**src/cbg_pkg.sv**
```systemverilog
// Package of constants and carrier types for the processor bus grant and single cycle block.
// How it works
// - Acknowledge release only when bus is idle.
// - Raise bus request while activity is pending.
// - Take bus only without release request.
// - Float address, data, status when not owner.
// - Cycle lasts two clocks at least.
// - Strobe address with valid definition first clock.
// - Sample ready from second clock; ignore first.
// - Drive last transfer low in T2.
// - Parity check output one clock after read.
package cbg_pkg;
	localparam int ADDR_W = 32;                 // Address width.
	localparam int DATA_W = 32;                 // Data bus width.
	localparam int BE_W   = 4;                  // Byte enable width.
	localparam logic [DATA_W-1:0] DATA_RST = 32'h0000_0000;  // Reset value of data registers.
	localparam logic [ADDR_W-1:0] ADDR_RST = 32'h0000_0000;  // Reset value of the address.
	localparam logic [BE_W-1:0]   BE_RST   = 4'h0;           // Reset value of byte enables.

	// Cycle definition carried with each request.
	typedef struct packed {
		logic              write;      // High for a write cycle.
		logic              mem_io;     // High for memory, low for I/O.
		logic              data_code;  // High for data, low for code.
		logic [BE_W-1:0]   be_n;       // Byte enables, active low.
		logic [ADDR_W-1:0] addr;       // Byte address.
		logic [DATA_W-1:0] wdata;      // Write data.
	} cbg_req_t;

	// Bus states of the single cycle engine.
	typedef enum logic [1:0] {
		CBG_IDLE,    // Bus owned and quiet, no cycle running.
		CBG_T1,      // First clock, address strobe out.
		CBG_T2,      // Second and wait clocks.
		CBG_HELD     // Bus released to another master.
	} cbg_state_t;
endpackage

```
**src/cbg_core.sv**
```systemverilog
// Processor side of the bus grant handshake and the basic single bus cycle.
`timescale 1ns/100ps
module cbg_core
	import cbg_pkg::*;
(
	input  wire logic              ref_clk_in,        // 25 MHz bus clock.
	input  wire logic              rst_b_in,          // Asynchronous reset, active low.
	// Core side request port.
	input  wire logic              req_valid_in,      // Core has a transfer pending.
	input  wire cbg_req_t          req_in,            // Cycle definition and data.
	output logic                   req_ready_out,     // Request taken this clock.
	output logic                   rsp_valid_out,     // Cycle completed, one clock pulse.
	output logic [DATA_W-1:0]      rsp_rdata_out,     // Read data of the finished cycle.
	// Arbitration pins.
	input  wire logic              bus_release_req_in,// Other master wants the bus.
	output logic                   bus_release_ack_out,// Bus given up.
	output logic                   bus_want_request_out,// Core has pending bus activity.
	// Bus cycle pins.
	output logic                   addr_strobe_n_out, // Start of cycle, active low.
	output logic [ADDR_W-1:0]      addr_out,          // Address lines.
	output logic [BE_W-1:0]        be_n_out,          // Byte enables, active low.
	output logic                   write_out,         // Write, high; read, low.
	output logic                   mem_io_out,        // Memory, high; I/O, low.
	output logic                   data_code_out,     // Data, high; code, low.
	output logic                   status_oe_n_out,   // Address and status enable, low drives.
	output logic [DATA_W-1:0]      data_out,          // Data lines out.
	output logic                   data_oe_n_out,     // Data enable, low drives.
	input  wire logic [DATA_W-1:0] data_in,           // Data lines in.
	input  wire logic              dpar_in,           // Even parity over data, one bit.
	input  wire logic              ready_n_in,        // Non-burst ready, active low.
	input  wire logic              burst_ready_n_in,  // Burst ready, active low.
	output logic                   last_transfer_n_out,// Last transfer, active low.
	output logic                   parity_check_n_out // Parity error, active low.
);

	////////////////////////////////////////////////////////////////////////////////////
	// State and registers.

	cbg_state_t        state_q, state_d;          // Bus state.
	cbg_req_t          cyc_q;                     // Latched cycle definition.
	logic [DATA_W-1:0] rdata_q;                   // Captured read data.
	logic              rsp_q;                     // Completion pulse.
	logic              parity_check_n_q;                    // Parity check output register.

	// Either ready ends a single cycle; burst ready acts as ready here.
	wire done_w     = (state_q == CBG_T2) && (!ready_n_in || !burst_ready_n_in);
	wire start_w    = (state_q == CBG_IDLE) && req_valid_in && !bus_release_req_in;
	wire release_w  = (state_q == CBG_IDLE) && bus_release_req_in;
	wire read_end_w = done_w && !cyc_q.write;
	wire par_bad_w  = ^{data_in, dpar_in};                                          // Odd sum is an error.

	////////////////////////////////////////////////////////////////////////////////////
	// Next state: a cycle always passes T1 then at least one T2, so it is two clocks or more.

	always_comb begin
		state_d = state_q;
		case (state_q)
			CBG_IDLE: begin
				if (release_w) begin
					state_d = CBG_HELD;
				end else if (start_w) begin
					state_d = CBG_T1;
				end
			end
			CBG_T1: begin
				state_d = CBG_T2;                              // ready ignored in T1.
			end
			CBG_T2: begin
				if (done_w) begin
					state_d = CBG_IDLE;
				end
			end
			CBG_HELD: begin
				if (!bus_release_req_in) begin
					state_d = CBG_IDLE;
				end
			end
			default: begin
				state_d = CBG_IDLE;
			end
		endcase
	end

	// State register; reset leaves the processor as bus owner.
	always_ff @(posedge ref_clk_in or negedge rst_b_in) begin
		if (!rst_b_in) begin
			state_q <= CBG_IDLE;
		end else begin
			state_q <= state_d;
		end
	end

	// Latch the cycle definition when the cycle starts, so it stays stable throughout.
	always_ff @(posedge ref_clk_in or negedge rst_b_in) begin
		if (!rst_b_in) begin
			cyc_q <= '{write: 1'b0, mem_io: 1'b0, data_code: 1'b0,
				be_n: BE_RST, addr: ADDR_RST, wdata: DATA_RST};
		end else if (start_w) begin
			cyc_q <= req_in;
		end
	end

	// Read data, completion pulse and parity result, each registered.
	always_ff @(posedge ref_clk_in or negedge rst_b_in) begin
		if (!rst_b_in) begin
			rdata_q <= DATA_RST;
			rsp_q   <= 1'b0;
			parity_check_n_q  <= 1'b1;
		end else begin
			rsp_q  <= done_w;
			parity_check_n_q <= !(read_end_w && par_bad_w);
			if (read_end_w) begin
				rdata_q <= data_in;
			end
		end
	end

	////////////////////////////////////////////////////////////////////////////////////
	// Outputs. Strobe is decoded from the T1 state; definition comes from the latched cycle.

	wire owns_w = (state_q != CBG_HELD);                      // Processor owns the bus.

	assign req_ready_out        = start_w;
	assign rsp_valid_out        = rsp_q;
	assign rsp_rdata_out        = rdata_q;
	assign bus_release_ack_out  = (state_q == CBG_HELD);
	assign bus_want_request_out = req_valid_in || (state_q == CBG_T1)
		|| (state_q == CBG_T2);
	assign addr_strobe_n_out    = !(state_q == CBG_T1);
	assign addr_out             = cyc_q.addr;
	assign be_n_out             = cyc_q.be_n;
	assign write_out            = cyc_q.write;
	assign mem_io_out           = cyc_q.mem_io;
	assign data_code_out        = cyc_q.data_code;
	assign status_oe_n_out      = !owns_w;
	assign data_out             = cyc_q.wdata;
	// Data lines drive only in a write cycle; a read leaves them to the memory.
	assign data_oe_n_out        = !(owns_w && cyc_q.write && (state_q != CBG_IDLE));
	// Single cycles are always the last transfer, shown low in T2.
	assign last_transfer_n_out  = !(state_q == CBG_T2);
	assign parity_check_n_out   = parity_check_n_q;

	////////////////////////////////////////////////////////////////////////////////////
	// Checks.

	property p_ack_idle;
		@(posedge ref_clk_in) disable iff (!rst_b_in)
		$rose(bus_release_ack_out) |-> $past(state_q) == CBG_IDLE && $past(bus_release_req_in);
	endproperty
	a_ack_idle: assert property (p_ack_idle) else $error("Ack raised outside idle.");

	property p_no_start_held;
		@(posedge ref_clk_in) disable iff (!rst_b_in)
		bus_release_req_in || bus_release_ack_out |-> !req_ready_out;
	endproperty
	a_no_start_held: assert property (p_no_start_held) else $error("Cycle started while held.");

	property p_float;
		@(posedge ref_clk_in) disable iff (!rst_b_in)
		bus_release_ack_out |-> status_oe_n_out && data_oe_n_out && addr_strobe_n_out;
	endproperty
	a_float: assert property (p_float) else $error("Driving bus while released.");

	property p_min_two;
		@(posedge ref_clk_in) disable iff (!rst_b_in)
		!addr_strobe_n_out |=> !last_transfer_n_out;
	endproperty
	a_min_two: assert property (p_min_two) else $error("Cycle shorter than two clocks.");

	property p_strobe_start;
		@(posedge ref_clk_in) disable iff (!rst_b_in)
		req_ready_out |=> !addr_strobe_n_out && addr_out == $past(req_in.addr);
	endproperty
	a_strobe_start: assert property (p_strobe_start) else $error("Strobe or address wrong.");

	property p_ignore_t1;
		@(posedge ref_clk_in) disable iff (!rst_b_in)
		!addr_strobe_n_out |=> !rsp_valid_out;
	endproperty
	a_ignore_t1: assert property (p_ignore_t1) else $error("Completed on first clock.");

	property p_wait;
		@(posedge ref_clk_in) disable iff (!rst_b_in)
		!last_transfer_n_out && ready_n_in && burst_ready_n_in |=> !last_transfer_n_out;
	endproperty
	a_wait: assert property (p_wait) else $error("Wait state not honoured.");

	property p_parity_check_n;
		@(posedge ref_clk_in) disable iff (!rst_b_in)
		!last_transfer_n_out && !ready_n_in && !write_out && par_bad_w
		|=> !parity_check_n_out ##1 parity_check_n_out;
	endproperty
	a_parity_check_n: assert property (p_parity_check_n) else $error("Parity check timing wrong.");

	property p_want;
		@(posedge ref_clk_in) disable iff (!rst_b_in)
		req_valid_in |-> bus_want_request_out;
	endproperty
	a_want: assert property (p_want) else $error("Bus request missing.");

	// The strobe clock is never the last clock, because the last-transfer flag waits for T2.
	property p_last_t1;
		@(posedge ref_clk_in) disable iff (!rst_b_in)
		!addr_strobe_n_out |-> last_transfer_n_out;
	endproperty
	a_last_t1: assert property (p_last_t1) else $error("Last low in first clock.");

	// Once given up, the bus stays released for as long as the other master asks for it.
	property p_ack_hold;
		@(posedge ref_clk_in) disable iff (!rst_b_in)
		bus_release_ack_out && bus_release_req_in |=> bus_release_ack_out;
	endproperty
	a_ack_hold: assert property (p_ack_hold) else $error("Ack dropped too early.");

	// The bus comes back one clock after the request is removed, with the pins driven again.
	property p_take_back;
		@(posedge ref_clk_in) disable iff (!rst_b_in)
		bus_release_ack_out && !bus_release_req_in |=> !bus_release_ack_out && !status_oe_n_out;
	endproperty
	a_take_back: assert property (p_take_back) else $error("Bus not taken back.");

	// A parity error may only be flagged in the clock after a read ended in T2.
	property p_parity_check_n_read;
		@(posedge ref_clk_in) disable iff (!rst_b_in)
		!parity_check_n_out |-> !$past(last_transfer_n_out) && !$past(write_out);
	endproperty
	a_parity_check_n_read: assert property (p_parity_check_n_read) else $error("Parity flag without a read.");

	// Data lines drive only for a write, and only while the processor owns the bus.
	property p_data_write;
		@(posedge ref_clk_in) disable iff (!rst_b_in)
		!data_oe_n_out |-> write_out && !status_oe_n_out;
	endproperty
	a_data_write: assert property (p_data_write) else $error("Data driven outside a write.");

endmodule

```
**config.mk**
```make
export PLATFORM = sky130hd
export DESIGN_NAME = cbg_core
export DESIGN_NICKNAME = d
export VERILOG_FILES = /design/src/cbg_pkg.sv /design/src/cbg_core.sv
export SDC_FILE = /design/constraint.sdc
export NUM_CORES = 1
export LEC_CHECK = 0
export ABC_AREA = 1
export BUFFER_PORTS_ARGS = -buffer_cell sky130_fd_sc_hd__buf_2
export CORE_MARGIN = 10
export CORE_UTILIZATION = 42
export DETAILED_ROUTE_END_ITERATION = 8
export HOLD_SLACK_MARGIN = 0.08
export PLACE_DENSITY_LB_ADDON = 0.05
export SYNTH_ARGS = -nofsm -noshare
export SYNTH_HDL_FRONTEND = slang
export SYNTH_SLANG_ARGS = --single-unit
export TNS_END_PERCENT = 1
```
**constraint.sdc**
```tcl
create_clock -name ref_clk_in -period 1.4 [get_ports ref_clk_in]
set_input_delay 0.14 -clock ref_clk_in [delete_from_list [all_inputs] [get_ports ref_clk_in]]
set_output_delay 0.14 -clock ref_clk_in [all_outputs]
set_load 0.02 [all_outputs]
```
==> run summary <==
The flow ran to the end, but the final reports show violations. The checks that failed: setup timing. The sequential fraction of the synthesis area is 0.560. The largest fanout of any net on the critical path came out at 2. The count of final setup violators is 67.

TritonCTS built the clock tree. The routed design could run at a clock period as short as between 1 and 1.5 ns. The met1 usage is 0.229.

The data arrival time of the critical path came out at 1.36 ns. The minimum hold slack came out at just over 0.09 ns. The initial antenna violation count came out at 3.

The die covers 16100 sq um. The signed area change from the synthesized netlist to the final layout is 58.9%. For hold timing, the worst endpoint is rsp_rdata_out[4]. The clock sink count came out at 107. The library cell used most frequently in the layout, excluding fill and tap cells, is sky130_fd_sc_hd__nand2_1.

The number of cell rows came out at 38. The final layout net count is roughly 1100. The number of nets handed over by synthesis was 733. STA classifies the critical path endpoint as an output pin. Yosys printed 0 warnings.

Once layout is complete, the utilization of the core stands at 0.692. The distinct cell type count after synthesis is 17. Prior to clock tree synthesis, the placed netlist has a worst setup slack of -0.0140 ns. Clock tree synthesis selected as its root buffer the cell sky130_fd_sc_hd__clkbuf_16. The via count of the first global-routing pass is approximately 5200.

The final non-filler cell total is 1099. Across the VDD grid, the largest voltage drop is 1120 uV. The post-placement cell area came out at 6150 sq um. The overall die width came out at 127 um.

The portion of the clock cycle consumed by the worst path in the final layout came out at 1.07. Routability-driven placement finished with a final weighted congestion of 0.799. The clock network latency to the later pin of the worst-skew pair came out at approximately 0.35 ns. The highest clock rate came out at 667 MHz.

The detailed router's first-iteration violation count came out at 356. After detailed routing, the average wire length per cell comes to ~15 um. The number of hold violations in the final report came out at 0. Walking the worst path, the cells encountered are nor2_2 -> inv_2 -> nor3_4 -> buf_12 -> buf_8.

The count of buffers inserted at the top-level ports came out at approximately 220. The largest net degree at the start of global routing came out at 64. The end of the worst register-to-register path is addr_out[13]. For this run, global-route usage on met2 was measured as 0.306. The min-delay analysis places its worst path in the category in -> reg. The reg2reg setup slack is -0.07 ns. The worst setup path category is reg -> out. The total wire length after detailed routing came out at 16.1 mm.

The transition time at the pin with the least slew margin is between 0.5 and 0.6 ns. The length of the first detailed-routing pass in iterations came out at 5. After global routing the overflow that remains totals 0. The worst setup path is launched from a flop.

The max capacitance violation total is 0. The worst hold path passes through 3 cells. The library cells used most frequently in the layout, excluding fill and tap cells, are 395 x sky130_fd_sc_hd__nand2_1, 216 x sky130_fd_sc_hd__buf_2, 106 x sky130_fd_sc_hd__dfrtp_1, 93 x sky130_fd_sc_hd__dlygate4sd3_1, 30 x sky130_fd_sc_hd__inv_1.

Measured against its own limit, the worst slew margin works out to 0.621. about 220 I/O pins were placed. The detail-routed via count per cell came out at 4.59.

For this run, the slowest stage of the critical path takes between 0.3 and 0.4 ns. Clock-pin slew was measured on the worst setup and hold paths at 0.07 ns. The power consumption came out at around 15 mW.

The cell depth of the worst flop-to-flop path came out at 9. After routing the design area is ~7600 sq um. The cell family contributing the most delay on the critical path is flip-flops. The final setup TNS came out at -2.46 ns. The setup skew after layout is between 0.008 and 0.009 ns. TritonCTS created 9 clock buffers. In this run the most used layer during global routing was met2.

The overall fraction of global-route tracks in use is 0.195. Synthesis handed over a netlist of 623 instances. The initial core utilization came out at 0.435.

The number of instances in the placed design came out at approximately 1000. Fill cells in the final layout number slightly below 900. The total buffers and inverters traversed by the critical path came out at 3. In the post-route analysis, the smallest setup slack over all paths is -0.0999 ns.

The height of the die came out at around 130 um. The detail route stage leaves a number of antenna-violating nets equal to 0. In this run the cell area of the synthesized design comes to 4780 sq um. In this run the critical register-to-register path is launched from state_q[0]. The hold path startpoint is data_in[4]. The number of buffers between clock root and the deepest sink came out at 2. The via total after detailed routing is 5042. Setup repair after global routing could not meet its margin everywhere. The number of max-slew violations in the final report is 0. The leakage power figure came out at 4.42 nW.

A synthesized cell averages 7.68 sq um. The power per standard cell area came out at just under 2000 nW/um^2. The wire-length estimate of the detail-placed layout is 11.4 mm. The routing usage on met3 is 0.0666.

Among all stages on the critical path, the largest delay is contributed by sky130_fd_sc_hd__dfrtp_1. The floorplan step defined a core boundary enclosing 11000 sq um. The required time of the worst setup path came out at 1.26 ns.

The count of state elements after synthesis came out at 107. In the final layout, the share of cells above drive strength 1 is 0.292. The number of design rule violations left after detail routing is 0. The maximum level of the CTS H-tree came out at 3. The global-route wire length before repair came out at 25.7 mm.
report_power, final:
part	switching (mW)	total, mW	internal (mW)
Clock	1.20	2.65	1.46
Combinational	4.52	7.05	2.53
Sequential	0.807	5.36	4.55
Total	6.52	15.1	8.54
how the worst max path moves through the flow:
stage / from / end / slack (ns) / cells past startpoint
after CTS: state_q[1] / data_out[16] / -0.18 / 9
after floorplan: state_q[0] / write_out / 0.04 / 7
after global routing: state_q[0] / req_ready_out / -0.17 / 5
final: state_q[0] / req_ready_out / -0.1 / 5
after global placement: state_q[0] / addr_out[30] / 0.04 / 7
after detailed placement: state_q[0] / data_out[16] / -0.01 / 7
cell usage after synthesis:
library cell               instances  area share
sky130_fd_sc_hd__buf_2             9      0.0094
sky130_fd_sc_hd__buf_4             1      0.0016
sky130_fd_sc_hd__clkbuf_1         11      0.0086
sky130_fd_sc_hd__dfrtp_1         106        0.55
sky130_fd_sc_hd__dfstp_2           1      0.0055
sky130_fd_sc_hd__inv_1            31       0.024
sky130_fd_sc_hd__inv_2             4      0.0031
sky130_fd_sc_hd__nand2_1         401        0.31
sky130_fd_sc_hd__nand3_1          15       0.016
sky130_fd_sc_hd__nand3b_1          1      0.0016
sky130_fd_sc_hd__nor2_1            5      0.0039
sky130_fd_sc_hd__nor3_4            2      0.0068
sky130_fd_sc_hd__o211ai_1          1      0.0016
sky130_fd_sc_hd__o21ai_0          10       0.010
sky130_fd_sc_hd__o21ai_1          10       0.010
sky130_fd_sc_hd__xnor2_1           8       0.015
sky130_fd_sc_hd__xor2_1            7       0.013
metal layers:
layer  routed length, um  vias to the layer above  share of wire
met3                1380                       43          0.086
met1                6550                     2277           0.41
met2                7600                      187           0.47
li1                    -                     2535              -
met5                   0                        -              0
met4                 611                        0          0.038
logic make-up (layout without fill, tap and decap cells):
logic type | after synthesis | after routing | share of synthesized area
AO/OA/AOI/OAI | 21 | 21 | 0.0225
AND/OR/NAND/NOR | 424 | 424 | 0.343
flip-flops | 107 | 107 | 0.560
other | 0 | 3 | 0
XOR/XNOR | 15 | 15 | 0.0275
buffers and inverters | 56 | 389 | 0.0471
layout make-up:
| cell class | count | area, sq um | area share |
|---|---|---|---|
| inverters | 35 | 139 | 0.0183 |
| clock inverters | 6 | 70.1 | 0.00922 |
| repair buffers | 338 | 2380 | 0.313 |
| well taps | 140 | 175 | 0.0230 |
| diodes | 3 | 7.51 | 0.000988 |
| clock buffers | 10 | 239 | 0.0314 |
| flip-flops and latches | 107 | 2680 | 0.352 |
| multi-input cells | 460 | 1920 | 0.252 |
registers in the layout, summed over array words and instances, names as in the netlist:
register,cells
write_out,1
state_q,2
data_code_out,1
parity_check_n_out,1
rsp_rdata_out,32
mem_io_out,1
rsp_valid_out,1
addr_out,32
data_out,32
be_n_out,4
worst reg2reg max path, cell delays in order, from the launching register on:
cell	delay, ns
sky130_fd_sc_hd__dfrtp_1	0.39
sky130_fd_sc_hd__nor2_2	0.13
sky130_fd_sc_hd__inv_2	0.06
sky130_fd_sc_hd__nor3_4	0.18
sky130_fd_sc_hd__buf_6	0.14
sky130_fd_sc_hd__buf_6	0.11
sky130_fd_sc_hd__inv_6	0.06
sky130_fd_sc_hd__buf_12	0.15
sky130_fd_sc_hd__nand2_1	0.09
sky130_fd_sc_hd__nand2_1	0.06
what timing repair did:
item	4_1_cts	5_1_grt
setup endpoints to repair	44	111
gates cloned	1	1
buffers inserted	5	3
endpoints found under the hold margin	198	0
hold buffers	93	0
resized for setup	7	23
pin swaps	2	3
No activity file was read; power rests on OpenSTA's default activity.
